`config.mk`:
```
export PLATFORM = sky130hd
export DESIGN_NAME = pss_summary
export DESIGN_NICKNAME = d
export VERILOG_FILES = /design/src/core/pss_pkg.sv /design/src/core/pss_evcnt.sv /design/src/core/pss_latch.sv /design/src/core/pss_summary.sv
export SDC_FILE = /design/constraint.sdc
export NUM_CORES = 1
export LEC_CHECK = 0
export ABC_AREA = 1
export CAP_MARGIN = 20
export CORE_ASPECT_RATIO = 0.6
export CORE_UTILIZATION = 40
export DETAILED_ROUTE_END_ITERATION = 6
export DONT_BUFFER_PORTS = 1
export PLACE_DENSITY = 0.64
export SYNTH_ARGS = -nofsm -noshare
export SYNTH_HDL_FRONTEND = slang
export SYNTH_SLANG_ARGS = --single-unit
```
`constraint.sdc`:
```
create_clock -name pclk -period 1.9 [get_ports pclk]
set_input_delay 0.285 -clock pclk [delete_from_list [all_inputs] [get_ports pclk]]
set_output_delay 0.285 -clock pclk [all_outputs]
set_load 0.05 [all_outputs]
```
`src/core/pss_pkg.sv`:
```
// Package with the register map, field positions and carrier types of the status summary block.
package pss_pkg;

  // Register indices; the byte address of each register is four times its index.
  localparam logic [7:0] IDX_BASIC_STATUS = 8'h01;
  localparam logic [7:0] IDX_NEG_EXPANSION = 8'h06;
  localparam logic [7:0] IDX_SUMMARY = 8'h10;
  localparam logic [7:0] IDX_FALSE_CARRIER_CNT = 8'h14;
  localparam logic [7:0] IDX_RECEIVE_ERROR_CNT = 8'h15;
  localparam logic [7:0] IDX_TEN_MBIT_STATUS = 8'h1A;
  localparam logic [7:0] IDX_IRQ_STATUS = 8'h20;
  localparam logic [7:0] IDX_IRQ_MASK = 8'h21;

  localparam int ADDR_W = 12;
  localparam int DATA_W = 32;
  localparam int SUM_W = 16;
  localparam int CNT_W = 16;
  localparam int IRQ_W = 8;

  // Summary register field positions.
  localparam int SUM_RSVD_HI = 15;
  localparam int SUM_RSVD_LO = 14;
  localparam int SUM_RX_ERR = 13;
  localparam int SUM_POLARITY = 12;
  localparam int SUM_FALSE_CARRIER = 11;
  localparam int SUM_SIGNAL_DETECT = 10;
  localparam int SUM_DESCR_LOCK = 9;
  localparam int SUM_PAGE_RX = 8;
  localparam int SUM_RSVD_7 = 7;
  localparam int SUM_REMOTE_FAULT = 6;
  localparam int SUM_JABBER = 5;
  localparam int SUM_AN_DONE = 4;
  localparam int SUM_LOOPBACK = 3;
  localparam int SUM_DUPLEX = 2;
  localparam int SUM_SPEED = 1;
  localparam int SUM_RSVD_0 = 0;

  // Positions inside the neighbouring source registers.
  localparam int TEN_POLARITY = 4;
  localparam int EXP_PAGE_RX = 1;
  localparam int BAS_REMOTE_FAULT = 4;
  localparam int BAS_JABBER = 1;

  // Interrupt status and mask bit positions.
  localparam int IRQ_RX_ERR = 0;
  localparam int IRQ_FALSE_CARRIER = 1;
  localparam int IRQ_PAGE_RX = 2;
  localparam int IRQ_REMOTE_FAULT = 3;
  localparam int IRQ_JABBER = 4;
  localparam int IRQ_SIGNAL_LOST = 5;
  localparam int IRQ_LOCK_LOST = 6;
  localparam int IRQ_AN_DONE = 7;

  localparam logic [IRQ_W-1:0] IRQ_MASK_RESET = 8'h00;
  localparam logic [DATA_W-1:0] RDATA_RESET = 32'h0000_0000;

  // Live conditions and event pulses from the transceiver core.
  typedef struct packed {
    logic rx_error_evt;
    logic false_carrier_evt;
    logic polarity_inverted;
    logic signal_detect;
    logic descr_lock;
    logic page_rx_evt;
    logic remote_fault_evt;
    logic jabber_evt;
    logic an_complete;
    logic an_enable;
    logic loopback_en;
    logic full_duplex;
    logic link_valid;
    logic low_speed_flag;
  } pss_phy_in_t;

endpackage

```
`src/core/pss_evcnt.sv`:
```
// Saturating event counter that clears when it is read.
`timescale 1ns/100ps
module pss_evcnt #(
  parameter int WIDTH = 16
) (
  // Clock and reset.
  input  wire logic             pclk,
  input  wire logic             presetn,
  // Event, clearing read and count.
  input  wire logic             evt,
  input  wire logic             clr,
  output logic [WIDTH-1:0]      count
);

  localparam logic [WIDTH-1:0] ONE = WIDTH'(1);
  localparam logic [WIDTH-1:0] ZERO = WIDTH'(0);

  logic             full;
  logic [WIDTH-1:0] next_count;

  assign full = &count;
  // An event in the reading cycle starts the fresh count instead of being lost.
  assign next_count = clr ? (evt ? ONE : ZERO) : ((evt && !full) ? count + ONE : count);

  always_ff @(posedge pclk or negedge presetn) begin
    if (!presetn) begin
      count <= ZERO;
    end else begin
      count <= next_count;
    end
  end

endmodule

```
`src/core/pss_latch.sv`:
```
// Single status latch, either latched-high or latched-low, cleared by a read strobe.
`timescale 1ns/100ps
module pss_latch #(
  parameter bit LATCH_LOW = 1'b0
) (
  // Clock and reset.
  input  wire logic pclk,
  input  wire logic presetn,
  // Condition, clearing read and latched view.
  input  wire logic cond,
  input  wire logic clr,
  output logic      q
);

  logic held;
  logic hit;
  logic next_held;

  // A latched-low bit starts as lost, so it reads zero until its first read.
  localparam bit HELD_RESET = LATCH_LOW;

  assign hit = LATCH_LOW ? ~cond : cond;
  // The event wins over a clearing read in the same cycle.
  assign next_held = hit | (held & ~clr);
  assign q = LATCH_LOW ? (cond & ~held) : held;

  always_ff @(posedge pclk or negedge presetn) begin
    if (!presetn) begin
      held <= HELD_RESET;
    end else begin
      held <= next_held;
    end
  end

endmodule

```
`src/core/pss_summary.sv`:
```
// Status summary register bank with its source latches, counters and APB slave.
// Operation
// - Bits 15 and 14 are reserved: writes ignored, read as zero.
// - Bit 13 latches on receive error until the receive error counter is read.
// - Bit 12 mirrors inverted polarity; cleared by ten Mbit status register read only, not by a summary read.
// - Bit 11 latches on false carrier until the false carrier counter is read.
// - Bit 10 shows 100 Mb/s signal detect as latched-low, default zero.
// - Bit 9 shows 100 Mb/s descrambler lock as latched-low, default zero.
// - Bit 8 copies page received; cleared by expansion register read only.
// - Remote fault sets from the partner; cleared by basic status read or reset.
// - Bit 5 copies jabber detect; a summary read does not clear it.
// - Bit 4 shows negotiation complete, read-only, default zero.
// - Bit 3 shows loopback enabled, read-only, default zero.
// - Bit 2 shows full duplex, only with valid link and, while negotiation is enabled, finished negotiation.
// - Bit 1 shows the current speed status, read-only, default zero.
// - Bit 7 is reserved: writes ignored, read as zero.
//
// Implementation choice: register access over APB.
`timescale 1ns/100ps
module pss_summary (
  // Clock and reset.
  input  wire logic                        pclk,
  input  wire logic                        presetn,
  // APB slave.
  input  wire logic                        psel,
  input  wire logic                        penable,
  input  wire logic                        pwrite,
  input  wire logic [pss_pkg::ADDR_W-1:0]  paddr,
  input  wire logic [pss_pkg::DATA_W-1:0]  pwdata,
  input  wire logic [3:0]                  pstrb,
  output logic [pss_pkg::DATA_W-1:0]       prdata,
  output logic                             pready,
  output logic                             pslverr,
  // Transceiver conditions and events.
  input  wire pss_pkg::pss_phy_in_t        phy_in,
  // Interrupt.
  output logic                             irq
);

  function automatic logic at_idx(input logic [pss_pkg::ADDR_W-1:0] addr, input logic [7:0] idx);
    at_idx = (addr == {2'b00, idx, 2'b00});
  endfunction

  // Bus decode. Side effects and data capture share the setup edge, so nothing is lost between them.
  logic setup;
  logic rd_take;
  logic wr_take;
  logic hit_summary;
  logic hit_basic;
  logic hit_exp;
  logic hit_fc;
  logic hit_rxe;
  logic hit_ten;
  logic hit_ist;
  logic hit_imask;
  logic mapped;

  assign setup = psel & ~penable;
  assign rd_take = setup & ~pwrite;
  assign wr_take = setup & pwrite;
  assign hit_summary = at_idx(paddr, pss_pkg::IDX_SUMMARY);
  assign hit_basic = at_idx(paddr, pss_pkg::IDX_BASIC_STATUS);
  assign hit_exp = at_idx(paddr, pss_pkg::IDX_NEG_EXPANSION);
  assign hit_fc = at_idx(paddr, pss_pkg::IDX_FALSE_CARRIER_CNT);
  assign hit_rxe = at_idx(paddr, pss_pkg::IDX_RECEIVE_ERROR_CNT);
  assign hit_ten = at_idx(paddr, pss_pkg::IDX_TEN_MBIT_STATUS);
  assign hit_ist = at_idx(paddr, pss_pkg::IDX_IRQ_STATUS);
  assign hit_imask = at_idx(paddr, pss_pkg::IDX_IRQ_MASK);
  assign mapped = hit_summary | hit_basic | hit_exp | hit_fc | hit_rxe | hit_ten | hit_ist | hit_imask;

  logic rd_summary;
  logic rd_basic;
  logic rd_exp;
  logic rd_fc;
  logic rd_rxe;
  logic rd_ten;
  logic rd_ist;
  logic wr_imask;

  assign rd_summary = rd_take & hit_summary;
  assign rd_basic = rd_take & hit_basic;
  assign rd_exp = rd_take & hit_exp;
  assign rd_fc = rd_take & hit_fc;
  assign rd_rxe = rd_take & hit_rxe;
  assign rd_ten = rd_take & hit_ten;
  assign rd_ist = rd_take & hit_ist;
  assign wr_imask = wr_take & hit_imask & pstrb[0];

  // Source latches.
  logic rx_err_q;
  logic fc_q;
  logic pol_q;
  logic sd_q;
  logic lock_q;
  logic page_q;
  logic rf_q;
  logic jab_q;

  pss_latch #(.LATCH_LOW(1'b0)) u_rx_err (
    .pclk    (pclk),
    .presetn (presetn),
    .cond    (phy_in.rx_error_evt),
    .clr     (rd_rxe),
    .q       (rx_err_q)
  );

  pss_latch #(.LATCH_LOW(1'b0)) u_fc (
    .pclk    (pclk),
    .presetn (presetn),
    .cond    (phy_in.false_carrier_evt),
    .clr     (rd_fc),
    .q       (fc_q)
  );

  pss_latch #(.LATCH_LOW(1'b0)) u_pol (
    .pclk    (pclk),
    .presetn (presetn),
    .cond    (phy_in.polarity_inverted),
    .clr     (rd_ten),
    .q       (pol_q)
  );

  pss_latch #(.LATCH_LOW(1'b1)) u_sd (
    .pclk    (pclk),
    .presetn (presetn),
    .cond    (phy_in.signal_detect),
    .clr     (rd_summary),
    .q       (sd_q)
  );

  pss_latch #(.LATCH_LOW(1'b1)) u_lock (
    .pclk    (pclk),
    .presetn (presetn),
    .cond    (phy_in.descr_lock),
    .clr     (rd_summary),
    .q       (lock_q)
  );

  pss_latch #(.LATCH_LOW(1'b0)) u_page (
    .pclk    (pclk),
    .presetn (presetn),
    .cond    (phy_in.page_rx_evt),
    .clr     (rd_exp),
    .q       (page_q)
  );

  pss_latch #(.LATCH_LOW(1'b0)) u_rf (
    .pclk    (pclk),
    .presetn (presetn),
    .cond    (phy_in.remote_fault_evt),
    .clr     (rd_basic),
    .q       (rf_q)
  );

  pss_latch #(.LATCH_LOW(1'b0)) u_jab (
    .pclk    (pclk),
    .presetn (presetn),
    .cond    (phy_in.jabber_evt),
    .clr     (rd_basic),
    .q       (jab_q)
  );

  // Event counters behind the receive error and false carrier latches.
  logic [pss_pkg::CNT_W-1:0] rxe_count;
  logic [pss_pkg::CNT_W-1:0] fc_count;

  pss_evcnt #(.WIDTH(pss_pkg::CNT_W)) u_rxe_cnt (
    .pclk    (pclk),
    .presetn (presetn),
    .evt     (phy_in.rx_error_evt),
    .clr     (rd_rxe),
    .count   (rxe_count)
  );

  pss_evcnt #(.WIDTH(pss_pkg::CNT_W)) u_fc_cnt (
    .pclk    (pclk),
    .presetn (presetn),
    .evt     (phy_in.false_carrier_evt),
    .clr     (rd_fc),
    .count   (fc_count)
  );

  // Summary word. Duplex is forced to half while it carries no meaning.
  logic                      duplex_valid;
  logic [pss_pkg::SUM_W-1:0] summary_word;

  assign duplex_valid = phy_in.link_valid & (~phy_in.an_enable | phy_in.an_complete);
  assign summary_word[pss_pkg::SUM_RSVD_HI:pss_pkg::SUM_RSVD_LO] = 2'b00;
  assign summary_word[pss_pkg::SUM_RX_ERR] = rx_err_q;
  assign summary_word[pss_pkg::SUM_POLARITY] = pol_q;
  assign summary_word[pss_pkg::SUM_FALSE_CARRIER] = fc_q;
  assign summary_word[pss_pkg::SUM_SIGNAL_DETECT] = sd_q;
  assign summary_word[pss_pkg::SUM_DESCR_LOCK] = lock_q;
  assign summary_word[pss_pkg::SUM_PAGE_RX] = page_q;
  assign summary_word[pss_pkg::SUM_RSVD_7] = 1'b0;
  assign summary_word[pss_pkg::SUM_REMOTE_FAULT] = rf_q;
  assign summary_word[pss_pkg::SUM_JABBER] = jab_q;
  assign summary_word[pss_pkg::SUM_AN_DONE] = phy_in.an_complete;
  assign summary_word[pss_pkg::SUM_LOOPBACK] = phy_in.loopback_en;
  assign summary_word[pss_pkg::SUM_DUPLEX] = phy_in.full_duplex & duplex_valid;
  assign summary_word[pss_pkg::SUM_SPEED] = phy_in.low_speed_flag;
  assign summary_word[pss_pkg::SUM_RSVD_0] = 1'b0;

  // Interrupt status and mask.
  logic                      sd_prev;
  logic                      lock_prev;
  logic                      an_prev;
  logic [pss_pkg::IRQ_W-1:0] irq_events;
  logic [pss_pkg::IRQ_W-1:0] irq_status;
  logic [pss_pkg::IRQ_W-1:0] irq_mask;
  logic [pss_pkg::IRQ_W-1:0] next_irq_status;
  logic [pss_pkg::IRQ_W-1:0] next_irq_mask;

  assign irq_events[pss_pkg::IRQ_RX_ERR] = phy_in.rx_error_evt;
  assign irq_events[pss_pkg::IRQ_FALSE_CARRIER] = phy_in.false_carrier_evt;
  assign irq_events[pss_pkg::IRQ_PAGE_RX] = phy_in.page_rx_evt;
  assign irq_events[pss_pkg::IRQ_REMOTE_FAULT] = phy_in.remote_fault_evt;
  assign irq_events[pss_pkg::IRQ_JABBER] = phy_in.jabber_evt;
  assign irq_events[pss_pkg::IRQ_SIGNAL_LOST] = sd_prev & ~phy_in.signal_detect;
  assign irq_events[pss_pkg::IRQ_LOCK_LOST] = lock_prev & ~phy_in.descr_lock;
  assign irq_events[pss_pkg::IRQ_AN_DONE] = ~an_prev & phy_in.an_complete;
  // A new event in the reading cycle stays pending for the next read.
  assign next_irq_status = irq_events | (rd_ist ? '0 : irq_status);
  assign next_irq_mask = wr_imask ? pwdata[pss_pkg::IRQ_W-1:0] : irq_mask;

  // Read multiplexer; unmapped reads return zero.
  logic [pss_pkg::DATA_W-1:0] rd_word;

  assign rd_word = hit_summary ? {16'h0000, summary_word} :
                   hit_rxe     ? {16'h0000, rxe_count} :
                   hit_fc      ? {16'h0000, fc_count} :
                   hit_ten     ? {27'h0000000, pol_q, 4'h0} :
                   hit_exp     ? {30'h00000000, page_q, 1'b0} :
                   hit_basic   ? {27'h0000000, rf_q, 2'b00, jab_q, 1'b0} :
                   hit_ist     ? {24'h000000, irq_status} :
                   hit_imask   ? {24'h000000, irq_mask} :
                   pss_pkg::RDATA_RESET;

  always_ff @(posedge pclk or negedge presetn) begin
    if (!presetn) begin
      sd_prev    <= 1'b0;
      lock_prev  <= 1'b0;
      an_prev    <= 1'b0;
      irq_status <= '0;
      irq_mask   <= pss_pkg::IRQ_MASK_RESET;
      irq        <= 1'b0;
    end else begin
      sd_prev    <= phy_in.signal_detect;
      lock_prev  <= phy_in.descr_lock;
      an_prev    <= phy_in.an_complete;
      irq_status <= next_irq_status;
      irq_mask   <= next_irq_mask;
      irq        <= |(next_irq_status & next_irq_mask);
    end
  end

  // One wait-free access phase: the answer is ready in the first cycle with penable high.
  always_ff @(posedge pclk or negedge presetn) begin
    if (!presetn) begin
      prdata  <= pss_pkg::RDATA_RESET;
      pready  <= 1'b0;
      pslverr <= 1'b0;
    end else begin
      pready  <= setup;
      pslverr <= setup & ~mapped;
      if (rd_take) begin
        prdata <= rd_word;
      end
    end
  end
endmodule

```
# Word-level counts from Yosys, hierarchy flattened
# Cells that the tools add are included.
dict set report word_totals {
  register_bits 94
  inputBits 67
  output_inout_bits 35
  word_cells 115
}
dict set report classes {
  addsub 2
  eq_ne 8
  mux 16
  bitwise 61
  reduce_logical 9
}
# cell count
set op_table {}
lappend op_table {{$mux 16} 7}
lappend op_table {{$mux 8} 7}
lappend op_table {{$eq 12x7->1 const B} 4}
lappend op_table {{$add 16x1->16 const B} 2}
lappend op_table {{$reduce_and 16->1} 2}
lappend op_table {{$and 1x1->1} 28}
lappend op_table {{$eq 12x8->1 const B} 2}
lappend op_table {{$or 1x1->1} 16}
lappend op_table {{$not 1->1} 15}
lappend op_table {{$eq 12x3->1 const B} 1}
lappend op_table {{$eq 12x5->1 const B} 1}
lappend op_table {{$and 8x8->8} 1}
lappend op_table {{$or 8x8->8} 1}
lappend op_table {{$reduce_or 8->1} 1}
lappend op_table {{$reduce_bool 2->1} 2}
lappend op_table {{$logic_and 1x1->1} 2}
lappend op_table {{$logic_not 1->1} 2}
lappend op_table {{$mux 1} 2}

# Logic depth before layout (Yosys ltp)
dict set report logic_depth {
  ltp_word 10
  ltp_mapped 12
  depth_no_buf 11
}

# Cells and area by module
# From an unflattened synthesis, not the netlist that was laid out.
dict set report unflattened {
  hier_cells 708
  area_unflattened_um2 5012.3
}
# module instances cells_each area_each_um2 seq_area_each_um2
set by_module_without_submodules {}
lappend by_module_without_submodules {pss_summary 1 358 2580.0 950.9}
lappend by_module_without_submodules {pss_evcnt 2 154 1048.5 400.4}
lappend by_module_without_submodules {{pss_latch at u_fc ...} 6 5 40.0 25.0}
lappend by_module_without_submodules {{pss_latch at u_lock ...} 2 6 47.5 26.3}

# Worst setup path before layout
# OpenSTA, ideal clock, no wires.
dict set report synth_path {
  path_kind {register to register}
  startpoint {reg u_rxe_cnt.count[0]}
  endpoint {reg u_rxe_cnt.count[0]}
  setup_ns 0.087
  t_arrival_ns 1.578
  required_time_ns 1.813
  setup_slack_ns 0.236
  stages_incl_launch_ff 10
  n_path_buf 1
  period_less_slack_ns 1.664
  path_cell_list {dfrtp_1 -> ha_1 -> nand3_2 -> inv_1 -> nand2_2 -> nor2_1 -> nor2_2 -> buf_6 -> nand2_1 -> o211ai_1}
}
dict set report synth_between {
  elab_chain_len 4
  elab_cells_between_ends 7
}
# item line_no
set synth_rtl {}
lappend synth_rtl {{from (decl)} pss_evcnt.sv:12} ;# output logic [WIDTH-1:0] count
lappend synth_rtl {{from (signal assigned)} pss_evcnt.sv:29} ;# count <= next_count;
lappend synth_rtl {{parallel branches: the longest is 4 deep, another holds $add 16x1->16} --}
# Several ways; the timed one is not identified. The select of a mux whose other input is x is not followed.
# A chain may end at the register's enable or synchronous reset.

# Worst setup path in the final report
dict set report layout_path {
  startpoint {reg u_fc_cnt.count[0]}
  endpoint {reg u_fc_cnt.count[4]}
}
dict set report layout_between {
  elab_chain_len 4
  elab_cells_between_ends 7
}
# item line_no
set layout_rtl {}
lappend layout_rtl {{from (decl)} pss_evcnt.sv:12}
lappend layout_rtl {{from (signal assigned)} pss_evcnt.sv:29}
lappend layout_rtl {{parallel branches: the longest is 4 deep, another holds $add 16x1->16} --}
# Several ways; the timed one is not identified. The select of a mux whose other input is x is not followed.

==> results_dict.tcl <==
set metrics [dict create \
    critPathMaxStageDelay_ns 0.39 \
    cp.required_ns 2.12 \
    layout-drive-gt1-share 0.153 \
    r2r_cells 8 \
    yosysSeqAreaShare 0.408 \
    finalHoldViolations 78 \
    clock-sinks 78 \
    setup_viol 0 \
    antennaDiodeCount 0 \
    fin_area_um2 5340 \
    finalCritPeriodShare 0.973 \
    vias 4145 \
    status "complete, but fails checks" \
    port_buffers 0 \
    vdd_drop_max_uv 499 \
    finalClockSkew_ns 0.00529 \
    cp.arrival_ns 2.07 \
    die_height_um 86.7 \
    antenna_found_initial 0 \
    synth.area.top_cells "dfrtp_1, nand2_1, nand3_1" \
    clkTransAtPathRegs_ns 0.06 \
    crit_buf_inv 1 \
    drt_iter0_drc 370 \
    drc 0 \
    path_class "reg -> reg" \
    synth_top_area_frac 0.397 \
    grt_use_total 0.230 \
    fp-row-count 30 \
    critical_path.max_fanout 6 \
    path_cells "ha_2 -> nand3_2 -> nor2_4 -> nand4_4 -> o21ai_4 -> clkinvlp_4 -> nand3_1 -> o21ai_1" \
    endpoint_kind "flop" \
    dp_hpwl_um 10200 \
    grt_overflow 0 \
    cts_tree "yes" \
    synth_top_cell_by_area "dfrtp_1" \
    drt-pass1-iter-count 5 \
    area_growth_syn_to_layout_pct 11.5 \
    nets 699 \
    cts-root-buf "clkbuf_16" \
    whs_ns -0.366 \
    ys_warn_count 0 \
    ys_seq_elements 78 \
    max_freq_mhz 541 \
    numCtsBuffers 9 \
    yosysUniqueCellTypes 42 \
    synth_area_um2 4790 \
    cts.path.max_buffers 2 \
    grt_max_degree 79 \
    rsz0062_at_grt "true" \
    grt_pass1_wl_um 21200 \
    htree_levels 3 \
    finalWirelength_um 13400 \
    fin_ws_ns 0.0513 \
    vias_per_cell 5.21 \
    hp-class "in -> async" \
    die_x_um 143 \
    p_leak_uw 0.00266 \
    start_util 0.417 \
    netlist_instances 611 \
    worst_slew_pin_slew_ns 0.576 \
    insertion_delay_ns 0.34 \
    hold_buffers 3 \
    drv_slew 0 \
    dp_cells 773 \
    worstSetupStartpointType "flop" \
    final.min_clock_period_ns 1.85 \
    max_slew_margin 0.613 \
    grt_pass1_vias 3943 \
    cpLargestDelayFamily "simple AND/OR/NAND/NOR gates" \
    syn_avg_cell_area_um2 7.83 \
    p_per_area_nw_per_um2 905 \
    wl_per_cell_um 16.8 \
    cp.depth 8 \
    gp_congestion 0.932 \
    violations "negative hold slack" \
    core_area_um2 11500 \
    ios 102 \
    final_cell_count_no_fill 795 \
    critical-path-slowest-cell "dfrtp_1" \
    ant_nets 0 \
    dp_slack_ns 0.107 \
    dpl-instance-area_um2 4930 \
    dieArea_um2 12400 \
    cap_violations 0 \
]
[layout make-up]
class / count / area, um2
clock buffers: 10 / 239
clock inverters: 6 / 93.8
fillers: 1176 / 6150
inverters: 79 / 309
multi-input cells: 440 / 2370
flip-flops and latches: 78 / 1950
well taps: 160 / 200
repair buffers: 21 / 165
repair inverters: 1 / 7.51
[state kept, by name, summed over array words and instances, names as in the netlist, 8 cells and up]
register,cells
prdata,16
u_fc_cnt.count,16
u_rxe_cnt.count,16
irq_mask,8
irq_status,8
[report_power, final]
part / total [uW] / switching (uW) / internal, uW
registers: 2090 / 249 / 1840
clock network: 1920 / 729 / 1200
logic: 816 / 542 / 274
total: 4830 / 1520 / 3310
[worst paths after layout]
path	from	to	slack (ns)
setup / recovery	u_fc_cnt.count[0]	u_fc_cnt.count[4]	0.05
hold / removal	presetn	u_rxe_cnt.count[11]	-0.37
setup reg to reg	u_fc_cnt.count[0]	u_fc_cnt.count[4]	0.05
hold reg to reg	u_rx_err.q	u_rx_err.q	0.49
max in group asynchronous	presetn	u_sd.held	2.05
min in group pclk	phy_in[10]	u_sd.held	0.01
[cells by family after synthesis]
kind of cell / synth area share
simple gates: 0.333
buf+inv: 0.112
compound gates: 0.102
flops: 0.408
xor+xnor: 0.0384
fa+ha+maj: 0.00523
other cells: 0.000784
[synthesized netlist by cell type (all sizes together)]
cell type and instances:
dfstp 2, or2 1, o22ai 4, xnor2 3
nand2 181, xor2 18, conb 1, nand4 16
nor3 16, nor2 43, nand3 63, ha 2
a211oi 1, o221ai 2, dfrtp 76, nand3b 2
clkinv 2, buf 29, o21ai 47, a21oi 19
nor4 1, a22o 1, o211ai 4, inv 77
[worst reg2reg max path: stages, from the launching register on]
cell and delay [ns]:
dfrtp_1 0.39, ha_2 0.22, nand3_2 0.12, nor2_4 0.14, nand4_4 0.13, o21ai_4 0.29, clkinvlp_4 0.25, nand3_1 0.11
o21ai_1 0.08
[stage by stage]
stage          total power, uW   util  setup TNS (ns)
4_1_cts                   4820  0.461               0
3_5_place_dp              2890  0.429               0
3_3_place_gp              2870  0.429               0
5_1_grt                   5050  0.465          -0.658
6_report                  4830  0.465               0
2_1_floorplan             2710      -               0
[routing by layer]
| layer | GRT usage | wire (um) |
|---|---|---|
| met5 | 0 | 0 |
| met4 | 0.0464 | 98 |
| met2 | 0.302 | 5140 |
| met1 | 0.359 | 6670 |
| met3 | 0.0735 | 1460 |
[timing repair]
action / 4_1_cts / 5_1_grt
endpoints found under the setup margin: 0 / 26
gates resized for setup: 0 / 6
setup buffers: 0 / 2
endpoints found under the hold margin: 81 / 78
[cell usage in the layout (no fill, tap or decap), types with 4 or more instances in the layout]
cell type	count
nor2_1	31
nor3_1	12
nand3_2	4
dfrtp_1	76
a21oi_1	19
o21ai_2	15
nand2_2	8
xor2_1	18
o21ai_0	25
conb_1	16
o21ai_1	6
buf_4	18
inv_1	71
nand3_1	56
nor2_4	5
clkbuf_16	9
nor3_2	4
nor2_8	4
nand4_1	15
nand2_1	170
o211ai_1	4
o22ai_1	4
(Power assumes the default switching activity.)
